--- config.mk ---
export PLATFORM = sky130hd
export DESIGN_NAME = twc_top
export DESIGN_NICKNAME = d
export VERILOG_FILES = /design/src/twc_pkg.sv /design/src/twc_apb_regs.sv /design/src/twc_top.sv /design/src/twc_tx_ser.sv
export SDC_FILE = /design/constraint.sdc
export NUM_CORES = 2
export LEC_CHECK = 0
export BUFFER_PORTS_ARGS = -buffer_cell sky130_fd_sc_hd__buf_2
export CORE_ASPECT_RATIO = 0.9
export CORE_MARGIN = 1
export CORE_UTILIZATION = 67
export CTS_CLUSTER_DIAMETER = 120
export DETAILED_ROUTE_END_ITERATION = 8
export PLACE_DENSITY_LB_ADDON = 0.08
export SYNTH_ARGS = -nofsm -noshare
export SYNTH_HDL_FRONTEND = slang
export SYNTH_HIERARCHICAL = 1
export SYNTH_SLANG_ARGS = --single-unit
--- constraint.sdc ---
create_clock -name CLK_SYS_I -period 11.6 [get_ports CLK_SYS_I]
set_clock_uncertainty 0.05 [all_clocks]
set_input_delay 1.16 -clock CLK_SYS_I [delete_from_list [all_inputs] [get_ports CLK_SYS_I]]
set_output_delay 1.16 -clock CLK_SYS_I [all_outputs]
set_load 0.03 [all_outputs]
--- src/twc_pkg.sv ---
package twc_pkg;
    // command opcodes and page limits
    localparam logic [7:0] OP_WRITE = 8'hA2;
    localparam logic [7:0] OP_CNT_READ = 8'h39;
    localparam logic [7:0] PAGE_FIRST = 8'h02;
    localparam logic [7:0] PAGE_LAST = 8'h3B;
    localparam logic [7:0] PAGE_LOCK01 = 8'h02;
    localparam logic [7:0] PAGE_OTP = 8'h03;
    localparam logic [7:0] PAGE_LOCK234 = 8'h28;
    localparam logic [7:0] CNT_LAST = 8'h02;
    // answer codes
    localparam logic [3:0] CODE_ACK = 4'hA;
    localparam logic [3:0] CODE_NAK_ARG = 4'h0;
    localparam logic [3:0] CODE_NAK_CRC = 4'h1;
    // frame lengths in bytes, crc stripped
    localparam logic [4:0] LEN_WRITE = 5'h06;
    localparam logic [4:0] LEN_CNT_READ = 5'h02;
    localparam logic [4:0] LEN_CMAC = 5'h08;
    localparam logic [3:0] RESP_CNT = 4'h3;
    localparam logic [3:0] RESP_MAC = 4'h8;
    localparam logic [3:0] RESP_NIB = 4'h1;
    // card states
    localparam logic [1:0] CARD_ACTIVE = 2'h0;
    localparam logic [1:0] CARD_TRACEABLE = 2'h1;
    localparam logic [1:0] CARD_AUTH = 2'h2;
    // register byte offsets
    localparam logic [11:0] REG_CTRL = 12'h000;
    localparam logic [11:0] REG_PROT = 12'h004;
    localparam logic [11:0] REG_LOCK_LO = 12'h008;
    localparam logic [11:0] REG_LOCK_HI = 12'h00C;
    localparam logic [11:0] REG_STATUS = 12'h010;
    localparam logic [11:0] REG_PAGE_SEL = 12'h014;
    localparam logic [11:0] REG_PAGE_DATA = 12'h018;
    localparam logic [11:0] REG_CNT0 = 12'h01C;
    localparam logic [11:0] REG_CNT1 = 12'h020;
    localparam logic [11:0] REG_CNT2 = 12'h024;
    // fields and reset values
    localparam int CTRL_SM_BIT = 0;
    localparam int CTRL_CNT2_BIT = 1;
    localparam int CTRL_STATE_LSB = 2;
    localparam int STAT_CODE_LSB = 16;
    localparam int STAT_BUSY_BIT = 20;
    localparam logic [3:0] CTRL_RST = 4'h0;
    localparam logic [7:0] PROT_RST = 8'hFF;
    localparam logic [31:0] LOCK_RST = 32'h0000_0000;
    // timing: frame delay n=9 on the carrier, reader timeout 5 ms
    localparam longint FDT_N = 9;
    localparam longint FC_HZ = 13_560_000;
    localparam longint CLK_HZ = 125_000_000;
    localparam longint FDT_CARRIER = FDT_N * 128 + 84;
    localparam longint FDT_CYC = (FDT_CARRIER * CLK_HZ + FC_HZ - 1) / FC_HZ;
    localparam longint TIMEOUT_US = 5;
    localparam longint TIMEOUT_CYC = TIMEOUT_US * 1000 * CLK_HZ / 1_000_000;
    typedef enum logic [1:0] {S_IDLE, S_EXEC, S_WAIT, S_SEND} twc_fsm_t;
    function automatic logic twc_tear_page(input logic [7:0] a);
        return a == PAGE_LOCK01 || a == PAGE_OTP || a == PAGE_LOCK234;
    endfunction : twc_tear_page
endpackage : twc_pkg

--- src/twc_apb_regs.sv ---
`timescale 1ns/1ps
`default_nettype none
module twc_apb_regs (
    // clock and reset
    input wire logic clk_i,
    input wire logic rst_n_i,
    // apb slave
    input wire logic psel_i,
    input wire logic penable_i,
    input wire logic pwrite_i,
    input wire logic [11:0] paddr_i,
    input wire logic [31:0] pwdata_i,
    output logic [31:0] prdata_o,
    output logic pready_o,
    output logic pslverr_o,
    // control out
    output logic sm_act_o,
    output logic cnt2_prot_o,
    output logic [1:0] card_state_o,
    output logic [7:0] prot_start_o,
    output logic [63:0] lock_o,
    output logic [5:0] page_sel_o,
    output logic [2:0] cnt_we_o,
    output logic [23:0] cnt_wdata_o,
    // status in
    input wire logic [15:0] cmd_ctr_i,
    input wire logic [3:0] last_code_i,
    input wire logic busy_i,
    input wire logic [31:0] page_data_i,
    input wire logic [71:0] cnt_i
);
    logic [3:0] ctrl_reg;
    logic [7:0] prot_reg;
    logic [31:0] lock_lo_reg;
    logic [31:0] lock_hi_reg;
    logic [5:0] sel_reg;
    logic [31:0] prdata_reg;
    logic [31:0] rd_next;
    logic hit;
    logic wr;

    assign wr = psel_i && penable_i && pwrite_i;

    always_comb begin
        hit = 1'b1;
        rd_next = 32'h0000_0000;
        case (paddr_i)
            twc_pkg::REG_CTRL: rd_next = {28'h000_0000, ctrl_reg};
            twc_pkg::REG_PROT: rd_next = {24'h00_0000, prot_reg};
            twc_pkg::REG_LOCK_LO: rd_next = lock_lo_reg;
            twc_pkg::REG_LOCK_HI: rd_next = lock_hi_reg;
            twc_pkg::REG_STATUS: begin
                rd_next[15:0] = cmd_ctr_i;
                rd_next[twc_pkg::STAT_CODE_LSB +: 4] = last_code_i;
                rd_next[twc_pkg::STAT_BUSY_BIT] = busy_i;
            end
            twc_pkg::REG_PAGE_SEL: rd_next = {26'h000_0000, sel_reg};
            twc_pkg::REG_PAGE_DATA: rd_next = page_data_i;
            twc_pkg::REG_CNT0: rd_next = {8'h00, cnt_i[23:0]};
            twc_pkg::REG_CNT1: rd_next = {8'h00, cnt_i[47:24]};
            twc_pkg::REG_CNT2: rd_next = {8'h00, cnt_i[71:48]};
            default: hit = 1'b0;
        endcase
    end

    // read data captured in the setup cycle, so the access phase needs no wait
    always_ff @(posedge clk_i or negedge rst_n_i) begin
        if (!rst_n_i) begin
            prdata_reg <= 32'h0000_0000;
        end else if (psel_i && !penable_i) begin
            prdata_reg <= pwrite_i ? 32'h0000_0000 : rd_next;
        end
    end

    always_ff @(posedge clk_i or negedge rst_n_i) begin
        if (!rst_n_i) begin
            ctrl_reg <= twc_pkg::CTRL_RST;
            prot_reg <= twc_pkg::PROT_RST;
            lock_lo_reg <= twc_pkg::LOCK_RST;
            lock_hi_reg <= twc_pkg::LOCK_RST;
            sel_reg <= 6'h00;
        end else if (wr) begin
            case (paddr_i)
                twc_pkg::REG_CTRL: ctrl_reg <= pwdata_i[3:0];
                twc_pkg::REG_PROT: prot_reg <= pwdata_i[7:0];
                twc_pkg::REG_LOCK_LO: lock_lo_reg <= pwdata_i;
                twc_pkg::REG_LOCK_HI: lock_hi_reg <= pwdata_i;
                twc_pkg::REG_PAGE_SEL: sel_reg <= pwdata_i[5:0];
                default: ;
            endcase
        end
    end

    assign prdata_o = prdata_reg;
    assign pready_o = 1'b1;
    assign pslverr_o = psel_i && penable_i && !hit;
    assign sm_act_o = ctrl_reg[twc_pkg::CTRL_SM_BIT];
    assign cnt2_prot_o = ctrl_reg[twc_pkg::CTRL_CNT2_BIT];
    assign card_state_o = ctrl_reg[twc_pkg::CTRL_STATE_LSB +: 2];
    assign prot_start_o = prot_reg;
    assign lock_o = {lock_hi_reg, lock_lo_reg};
    assign page_sel_o = sel_reg;
    assign cnt_we_o[0] = wr && paddr_i == twc_pkg::REG_CNT0;
    assign cnt_we_o[1] = wr && paddr_i == twc_pkg::REG_CNT1;
    assign cnt_we_o[2] = wr && paddr_i == twc_pkg::REG_CNT2;
    assign cnt_wdata_o = pwdata_i[23:0];
endmodule : twc_apb_regs
`default_nettype wire

--- src/twc_top.sv ---
// The implementer's own choices: register access over APB and the register addresses.
`timescale 1ns/1ps
`default_nettype none
// What this block does
// - page write: opcode, address, four bytes, stored
// - secure messaging adds eight-byte cmac to both commands and to non-nak answers
// - write answer: ack/nak, or mac plus crc
// - answer no sooner than n=9 delay
// - writable pages 02h to 3Bh, else nak
// - locked pages never change on write
// - unauthenticated write at protected start gets nak
// - traceable secure write needs valid cmac
// - authenticated state ignores protected page start
// - lock and otp pages written tear-safe
// - counter read returns three bytes plus crc
// - protected counter two only when authenticated
// - secure counter read needs valid cmac
module twc_top #(
    parameter int FDT_CYCLES = int'(twc_pkg::FDT_CYC),
    parameter int TIMEOUT_CYCLES = int'(twc_pkg::TIMEOUT_CYC)
) (
    // clock and reset
    input wire logic CLK_SYS_I,
    input wire logic RESET_N_I,
    // apb slave
    input wire logic PSEL_I,
    input wire logic PENABLE_I,
    input wire logic PWRITE_I,
    input wire logic [11:0] PADDR_I,
    input wire logic [31:0] PWDATA_I,
    output logic [31:0] PRDATA_O,
    output logic PREADY_O,
    output logic PSLVERR_O,
    // received frame, crc already checked and stripped
    input wire logic RX_VALID_I,
    input wire logic [7:0] RX_DATA_I,
    input wire logic RX_END_I,
    input wire logic RX_CRC_OK_I,
    // cmac engine
    input wire logic CMAC_OK_I,
    input wire logic [63:0] RESP_MAC_I,
    output logic [15:0] CMD_COUNTER_O,
    // answer stream, framer appends crc unless nibble
    output logic TX_VALID_O,
    output logic [7:0] TX_DATA_O,
    output logic TX_NIBBLE_O,
    output logic TX_LAST_O,
    input wire logic TX_READY_I
);
    twc_pkg::twc_fsm_t st_reg;
    logic [7:0] buf_reg [0:15];
    logic [4:0] len_reg;
    logic crc_ok_reg;
    logic mac_ok_reg;
    logic [31:0] page_mem [0:63];
    logic [23:0] cnt_reg [0:2];
    logic stage_valid_reg;
    logic [7:0] stage_addr_reg;
    logic [31:0] stage_data_reg;
    logic resp_nib_reg;
    logic resp_mac_wr_reg;
    logic [3:0] resp_code_reg;
    logic [3:0] resp_len_reg;
    logic [23:0] resp_cnt_reg;
    logic [19:0] wait_reg;
    logic [15:0] cmd_ctr_reg;
    logic [3:0] last_code_reg;
    logic [19:0] since_reg;
    // settings from software
    logic sm_act;
    logic cnt2_prot;
    logic [1:0] card_state;
    logic [7:0] prot_start;
    logic [63:0] lock;
    logic [5:0] page_sel;
    logic [2:0] cnt_we;
    logic [23:0] cnt_wdata;
    // decode
    logic exec;
    logic [7:0] op;
    logic [7:0] arg;
    logic [4:0] mac_len;
    logic mac_fail;
    logic wr_range;
    logic wr_prot;
    logic wr_lock;
    logic cnt_deny;
    logic d_send;
    logic d_nib;
    logic d_we;
    logic d_cnt_ok;
    logic d_mac_wr;
    logic [3:0] d_code;
    logic [3:0] d_len;
    // serializer
    logic ser_load;
    logic ser_busy;
    logic [87:0] ser_data;

    assign exec = st_reg == twc_pkg::S_EXEC;
    assign op = buf_reg[0];
    assign arg = buf_reg[1];
    assign mac_len = sm_act ? twc_pkg::LEN_CMAC : 5'h00;
    assign mac_fail = sm_act && !mac_ok_reg;
    assign wr_range = arg >= twc_pkg::PAGE_FIRST && arg <= twc_pkg::PAGE_LAST;
    assign wr_prot = card_state != twc_pkg::CARD_AUTH && arg >= prot_start;
    assign wr_lock = lock[arg[5:0]];
    assign cnt_deny = arg > twc_pkg::CNT_LAST ||
        (arg == twc_pkg::CNT_LAST && cnt2_prot && card_state != twc_pkg::CARD_AUTH);

    // unknown opcodes with a good crc get no answer; a known opcode with a bad length gets nak
    always_comb begin
        d_send = 1'b1;
        d_nib = 1'b1;
        d_we = 1'b0;
        d_cnt_ok = 1'b0;
        d_mac_wr = 1'b0;
        d_code = twc_pkg::CODE_NAK_ARG;
        d_len = twc_pkg::RESP_NIB;
        if (!crc_ok_reg) begin
            d_code = twc_pkg::CODE_NAK_CRC;
        end else if (op == twc_pkg::OP_WRITE) begin
            if (len_reg == 5'(twc_pkg::LEN_WRITE + mac_len) && wr_range && !wr_lock && !wr_prot
                && !mac_fail) begin
                d_we = 1'b1;
                if (sm_act) begin
                    d_nib = 1'b0;
                    d_mac_wr = 1'b1;
                    d_len = twc_pkg::RESP_MAC;
                end else begin
                    d_code = twc_pkg::CODE_ACK;
                end
            end
        end else if (op == twc_pkg::OP_CNT_READ) begin
            if (len_reg == 5'(twc_pkg::LEN_CNT_READ + mac_len) && !cnt_deny && !mac_fail) begin
                d_cnt_ok = 1'b1;
                d_nib = 1'b0;
                d_len = sm_act ? 4'(twc_pkg::RESP_CNT + twc_pkg::RESP_MAC) : twc_pkg::RESP_CNT;
            end
        end else begin
            d_send = 1'b0;
        end
    end

    // frame collection; the length stops at sixteen and later bytes are dropped, so it mismatches
    always_ff @(posedge CLK_SYS_I or negedge RESET_N_I) begin
        if (!RESET_N_I) begin
            len_reg <= 5'h00;
            crc_ok_reg <= 1'b0;
            mac_ok_reg <= 1'b0;
        end else if (st_reg == twc_pkg::S_IDLE) begin
            if (RX_VALID_I && len_reg != 5'h10) begin
                len_reg <= len_reg + 5'h01;
            end
            if (RX_END_I) begin
                crc_ok_reg <= RX_CRC_OK_I;
                mac_ok_reg <= CMAC_OK_I;
            end
        end else if (exec) begin
            len_reg <= 5'h00;
        end
    end

    always_ff @(posedge CLK_SYS_I) begin
        if (st_reg == twc_pkg::S_IDLE && RX_VALID_I && len_reg < 5'h10) begin
            buf_reg[len_reg[3:0]] <= RX_DATA_I;
        end
    end

    always_ff @(posedge CLK_SYS_I or negedge RESET_N_I) begin
        if (!RESET_N_I) begin
            st_reg <= twc_pkg::S_IDLE;
            wait_reg <= 20'h0_0000;
        end else begin
            case (st_reg)
                twc_pkg::S_IDLE: if (RX_END_I) st_reg <= twc_pkg::S_EXEC;
                twc_pkg::S_EXEC: begin
                    wait_reg <= 20'h0_0000;
                    st_reg <= d_send ? twc_pkg::S_WAIT : twc_pkg::S_IDLE;
                end
                twc_pkg::S_WAIT: begin
                    wait_reg <= wait_reg + 20'h0_0001;
                    if (ser_load) st_reg <= twc_pkg::S_SEND;
                end
                twc_pkg::S_SEND: if (!ser_busy) st_reg <= twc_pkg::S_IDLE;
                default: st_reg <= twc_pkg::S_IDLE;
            endcase
        end
    end

    // the answer is held back for the full frame delay after the frame ends
    assign ser_load = st_reg == twc_pkg::S_WAIT && wait_reg == 20'(FDT_CYCLES - 1);

    always_ff @(posedge CLK_SYS_I or negedge RESET_N_I) begin
        if (!RESET_N_I) begin
            resp_nib_reg <= 1'b1;
            resp_mac_wr_reg <= 1'b0;
            resp_code_reg <= twc_pkg::CODE_NAK_ARG;
            resp_len_reg <= twc_pkg::RESP_NIB;
            resp_cnt_reg <= 24'h00_0000;
            last_code_reg <= twc_pkg::CODE_NAK_ARG;
        end else if (exec) begin
            resp_nib_reg <= d_nib;
            resp_mac_wr_reg <= d_mac_wr;
            resp_code_reg <= d_code;
            resp_len_reg <= d_len;
            resp_cnt_reg <= d_cnt_ok ? cnt_reg[arg[1:0]] : 24'h00_0000;
            if (d_send) last_code_reg <= d_code;
        end
    end

    // command_counter advances on every accepted command
    always_ff @(posedge CLK_SYS_I or negedge RESET_N_I) begin
        if (!RESET_N_I) begin
            cmd_ctr_reg <= 16'h0000;
        end else if (exec && (d_we || d_cnt_ok)) begin
            cmd_ctr_reg <= cmd_ctr_reg + 16'h0001;
        end
    end

    // all checks finish before staging, so a page changes in one edge or not at all
    always_ff @(posedge CLK_SYS_I or negedge RESET_N_I) begin
        if (!RESET_N_I) begin
            stage_valid_reg <= 1'b0;
            stage_addr_reg <= 8'h00;
            stage_data_reg <= 32'h0000_0000;
        end else begin
            stage_valid_reg <= exec && d_we;
            if (exec) begin
                stage_addr_reg <= arg;
                stage_data_reg <= {buf_reg[5], buf_reg[4], buf_reg[3], buf_reg[2]};
            end
        end
    end

    always_ff @(posedge CLK_SYS_I) begin
        if (stage_valid_reg) begin
            page_mem[stage_addr_reg[5:0]] <= stage_data_reg;
        end
    end

    // counters are only preloaded by software here; incrementing lives elsewhere
    always_ff @(posedge CLK_SYS_I or negedge RESET_N_I) begin
        if (!RESET_N_I) begin
            for (int i = 0; i < 3; i++) cnt_reg[i] <= 24'h00_0000;
        end else begin
            for (int i = 0; i < 3; i++) if (cnt_we[i]) cnt_reg[i] <= cnt_wdata;
        end
    end

    // mac is taken at load time, long after the frame, so the engine has time
    always_comb begin
        if (resp_nib_reg) ser_data = {84'h0, resp_code_reg};
        else if (resp_mac_wr_reg) ser_data = {24'h00_0000, RESP_MAC_I};
        else ser_data = {RESP_MAC_I, resp_cnt_reg};
    end

    twc_tx_ser u_ser (
        .clk_i(CLK_SYS_I),
        .rst_n_i(RESET_N_I),
        .load_i(ser_load),
        .data_i(ser_data),
        .len_i(resp_len_reg),
        .nib_i(resp_nib_reg),
        .ready_i(TX_READY_I),
        .valid_o(TX_VALID_O),
        .data_o(TX_DATA_O),
        .nib_o(TX_NIBBLE_O),
        .last_o(TX_LAST_O),
        .busy_o(ser_busy)
    );

    twc_apb_regs u_regs (
        .clk_i(CLK_SYS_I),
        .rst_n_i(RESET_N_I),
        .psel_i(PSEL_I),
        .penable_i(PENABLE_I),
        .pwrite_i(PWRITE_I),
        .paddr_i(PADDR_I),
        .pwdata_i(PWDATA_I),
        .prdata_o(PRDATA_O),
        .pready_o(PREADY_O),
        .pslverr_o(PSLVERR_O),
        .sm_act_o(sm_act),
        .cnt2_prot_o(cnt2_prot),
        .card_state_o(card_state),
        .prot_start_o(prot_start),
        .lock_o(lock),
        .page_sel_o(page_sel),
        .cnt_we_o(cnt_we),
        .cnt_wdata_o(cnt_wdata),
        .cmd_ctr_i(cmd_ctr_reg),
        .last_code_i(last_code_reg),
        .busy_i(st_reg != twc_pkg::S_IDLE),
        .page_data_i(page_mem[page_sel]),
        .cnt_i({cnt_reg[2], cnt_reg[1], cnt_reg[0]})
    );

    assign CMD_COUNTER_O = cmd_ctr_reg;

    // cycles since the last frame end, for the delay checks
    always_ff @(posedge CLK_SYS_I or negedge RESET_N_I) begin
        if (!RESET_N_I) since_reg <= 20'h0_0000;
        else if (st_reg == twc_pkg::S_IDLE && RX_END_I) since_reg <= 20'h0_0000;
        else if (since_reg != 20'hF_FFFF) since_reg <= since_reg + 20'h0_0001;
    end
endmodule : twc_top
`default_nettype wire

--- src/twc_tx_ser.sv ---
`timescale 1ns/1ps
`default_nettype none
module twc_tx_ser (
    // clock and reset
    input wire logic clk_i,
    input wire logic rst_n_i,
    // load side
    input wire logic load_i,
    input wire logic [87:0] data_i,
    input wire logic [3:0] len_i,
    input wire logic nib_i,
    // byte stream
    input wire logic ready_i,
    output logic valid_o,
    output logic [7:0] data_o,
    output logic nib_o,
    output logic last_o,
    output logic busy_o
);
    logic [87:0] sh_reg;
    logic [3:0] cnt_reg;
    logic nib_reg;

    // bytes leave low byte first
    always_ff @(posedge clk_i or negedge rst_n_i) begin
        if (!rst_n_i) begin
            sh_reg <= '0;
            cnt_reg <= 4'h0;
            nib_reg <= 1'b0;
        end else if (load_i) begin
            sh_reg <= data_i;
            cnt_reg <= len_i;
            nib_reg <= nib_i;
        end else if (valid_o && ready_i) begin
            sh_reg <= {8'h00, sh_reg[87:8]};
            cnt_reg <= cnt_reg - 4'h1;
        end
    end

    assign valid_o = cnt_reg != 4'h0;
    assign data_o = sh_reg[7:0];
    assign nib_o = nib_reg;
    assign last_o = cnt_reg == 4'h1;
    assign busy_o = valid_o;
endmodule : twc_tx_ser
`default_nettype wire

==> flow_metrics.env <==
export IMPL_tns_ns=0
export IMPL_drive_gt1_share_pct=31.45
export IMPL_core_area_sq_mm=0.1485
export IMPL_critical_path_reg2reg_startpoint="u_regs/page_sel_o[1]"
export IMPL_powerDensity_mw_per_mm2=186.4
export IMPL_place_hpwl_mm=155.2
export IMPL_ant_nets=0
export IMPL_stdcell_count=7387
export IMPL_cts_tree="done"
export IMPL_drc=32
export IMPL_seq_area_sq_mm=0.07293
export IMPL_crit_chain="buf_4 > buf_4 > mux4_2 > mux4_2 > mux2_2 > nand2_1 > o21ai_0 > mux2i_1 > o2bb2ai_1 > nand3_1 > o211ai_1"
export IMPL_grt_total_usage_pct=38.53
export IMPL_cp_arrival_ns=6.14
export IMPL_port_buffers=185
export IMPL_numCtsBuffers=228
export IMPL_final_common_cell="edfxtp_1"
export IMPL_ys_ff_latch=2492
export IMPL_via_count=54670
export IMPL_maxCapViolCount=0
export IMPL_start_kind="register"
export IMPL_synth_edff_count=2096
export IMPL_first_pass_iters=8
export IMPL_seq_area_frac_synth_pct=72.57
export IMPL_finalSetupViolCount=0
export IMPL_worstSetupPathType="reg2reg"
export IMPL_fp_row_count=134
export IMPL_viasPerCell=7.401
export IMPL_nets=5353
export IMPL_cts_buffer_depth=3
export IMPL_wl_per_cell_microns=38.75
export IMPL_rsz0062_at_grt="false"
export IMPL_fmax_mhz=183.2
export IMPL_ctsHoldBuffers=0
export IMPL_max_slew_worst_pin_slew_ns=1.445
export IMPL_crit_start="u_regs/page_sel_o[1]"
export IMPL_synthCells=4996
export IMPL_status="finished, violations left"
export IMPL_grt_max_degree=155
export IMPL_placed_area_sq_mm=0.1041
export IMPL_p_leak_nw=36.54
export IMPL_design_area_sq_mm=0.1116
export IMPL_dieWidth_microns=410.1
export IMPL_clkSinkCount=2492
export IMPL_cp_required_ns=12.28
export IMPL_slowest_stage="buf_4"
export IMPL_totalWireLength_mm=286.2
export IMPL_synth_main_ff_cell="edfxtp_1"
export IMPL_critPathMaxFanout=71
export IMPL_die_area_sq_mm=0.1514
export IMPL_layout_common_cells="edfxtp_1 (2096), mux4_2 (683), dfrtp_1 (347)"
export IMPL_finalHoldViolations=0
export IMPL_worstSetupEndpointType="register"
export IMPL_slew_violations=0
export IMPL_die_h_microns=369.3
export IMPL_antenna_found_initial=40
export IMPL_hold_path_class="in2async"
export IMPL_fill_cells=8143
export IMPL_postLayoutCoreUtil_pct=75.11
export IMPL_drt_iter0_drc=8831
export IMPL_cts_root_buf="clkbuf_16"
export IMPL_cpPeakStageDelay_ns=0.94
export IMPL_ctsResizeCount=0
export IMPL_violations="DRC"
export IMPL_post_cts_buffers=0
export IMPL_grt_overflow=0
export IMPL_io_pin_count=187
export IMPL_async_flop_share_pct=15.89
export IMPL_cts_max_level=4
export IMPL_place_congestion=0.9771
export IMPL_grt_pass1_wl_mm=404.1
export IMPL_clock_latency_ns=0.87
export IMPL_min_period_ns=5.458
export IMPL_netlist_area_sq_mm=0.1004
export IMPL_placed_cells=6948
export IMPL_largest_register_ffs=2048
export IMPL_fin_crit_sh_pct=47.05
export IMPL_yosysWarnings=6
export IMPL_yosysUniqueCellTypes=78
export IMPL_multiInputGateArea_sq_mm=0.02641
export IMPL_grt_pass1_vias=54920
export IMPL_peakVddDrop_mv=0.2330
export IMPL_start_util_pct=67.59
export IMPL_path_clk_slew_ns=0.06
export IMPL_max_slew_margin_rel_pct=3.677
export IMPL_area_delta_synth_final_pct=11.12
export IMPL_syn_mean_instance_area_sq_um=20.10
-- final timing paths --
kind / to / slack, ns / cells after the start
setup / recovery: u_regs/prdata_o[13] / 6.14 / 11
hold / removal: u_ser/sh_reg[77] / 0.24 / 1
setup reg to reg: u_regs/prdata_o[13] / 6.14 / 11
hold reg to reg: stage_data_reg[12] / 0.43 / 1
max in group asynchronous: stage_data_reg[0] / 8.61 / 3
min in group CLK_SYS_I: stage_data_reg[12] / 0.43 / 1
-- stage by stage --
| step | setup WS (ns) | power (mW) | hold slack, ns |
|---|---|---|---|
| floorplan | 7.691 | 12.21 | 0.3952 |
| global placement | 6.261 | 13.15 | 0.4047 |
| detailed placement | 6.222 | 13.26 | 0.4142 |
| CTS | 6.211 | 20.73 | 0.2555 |
| global route | 5.876 | 21.18 | 0.2971 |
| finish | 6.142 | 20.79 | 0.2392 |
-- where the power goes --
part / internal, mW / total (mW) / leakage [nW] / switching, mW
Sequential: 11.0 / 11.6 / 24.2 / 0.681
Clock: 4.29 / 7.62 / 3.65 / 3.33
Combinational: 0.265 / 1.52 / 8.70 / 1.26
Total: 15.5 / 20.8 / 36.5 / 5.27
-- synth_stat cells (13+ instances only) --
cell type / instances / share of area, %
nand2_1: 87 / 0.33
and3_1: 20 / 0.12
inv_1: 36 / 0.13
clkbuf_1: 180 / 0.67
o21ai_1: 102 / 0.51
mux4_2: 683 / 15
ha_1: 21 / 0.26
a2bb2oi_1: 88 / 0.77
xnor2_1: 13 / 0.11
buf_1: 91 / 0.34
edfxtp_1: 2096 / 63
nor2b_1: 13 / 0.081
nor2_1: 197 / 0.74
dfrtp_1: 386 / 9.6
nand3_1: 52 / 0.26
a21oi_1: 39 / 0.19
and2_1: 35 / 0.22
buf_2: 41 / 0.20
o21ai_0: 38 / 0.19
mux2i_1: 132 / 1.3
mux2_2: 213 / 2.4
buf_4: 34 / 0.25
a31oi_1: 87 / 0.54
xor2_1: 17 / 0.15
o2bb2ai_1: 26 / 0.23
mux2_1: 13 / 0.15
a22o_1: 17 / 0.15
nor3_1: 14 / 0.070
nand4_1: 30 / 0.19
a22oi_1: 27 / 0.20
-- cells by family (layout without fill, tap and decap cells) --
logic type	after synthesis	count (layout)	share of synthesized area, %
muxes	1041	1041	19.17
other	2	19	0.007480
and+or+nand+nor	525	525	2.658
buffers and inverters	390	792	1.674
xor gates and xnor gates	30	30	0.2617
AOI/OAI and AO/OA	495	495	3.399
adders and majority gates	21	21	0.2617
DFF	2492	2492	72.57
-- worst max-delay path, delay by kind of cell (launching register included) --
family / cells / cell delay, ns
flip-flops: 1 / 0.79
AO/OA/AOI/OAI: 3 / 0.60
multiplexers: 4 / 1.52
buffers and inverters: 2 / 1.69
AND/OR/NAND/NOR: 2 / 0.47
-- layout make-up --
cell class | instances | share of cell area (%)
diodes | 16 | 0.03589
clock buffers | 297 | 5.532
clock inverters | 126 | 1.156
inverters | 39 | 0.1312
multi-input cells | 2115 | 23.67
flip-flops and latches | 2492 | 65.37
well taps | 1972 | 2.212
repair buffers | 330 | 1.893
-- metal layers --
layer	global-route usage, %	routed length (microns)
met1	52.89	100900
met2	58.08	132800
met3	10.08	35510
met4	19.91	16910
met5	0	192
Note: power is estimated with default switching activity, not from simulation.
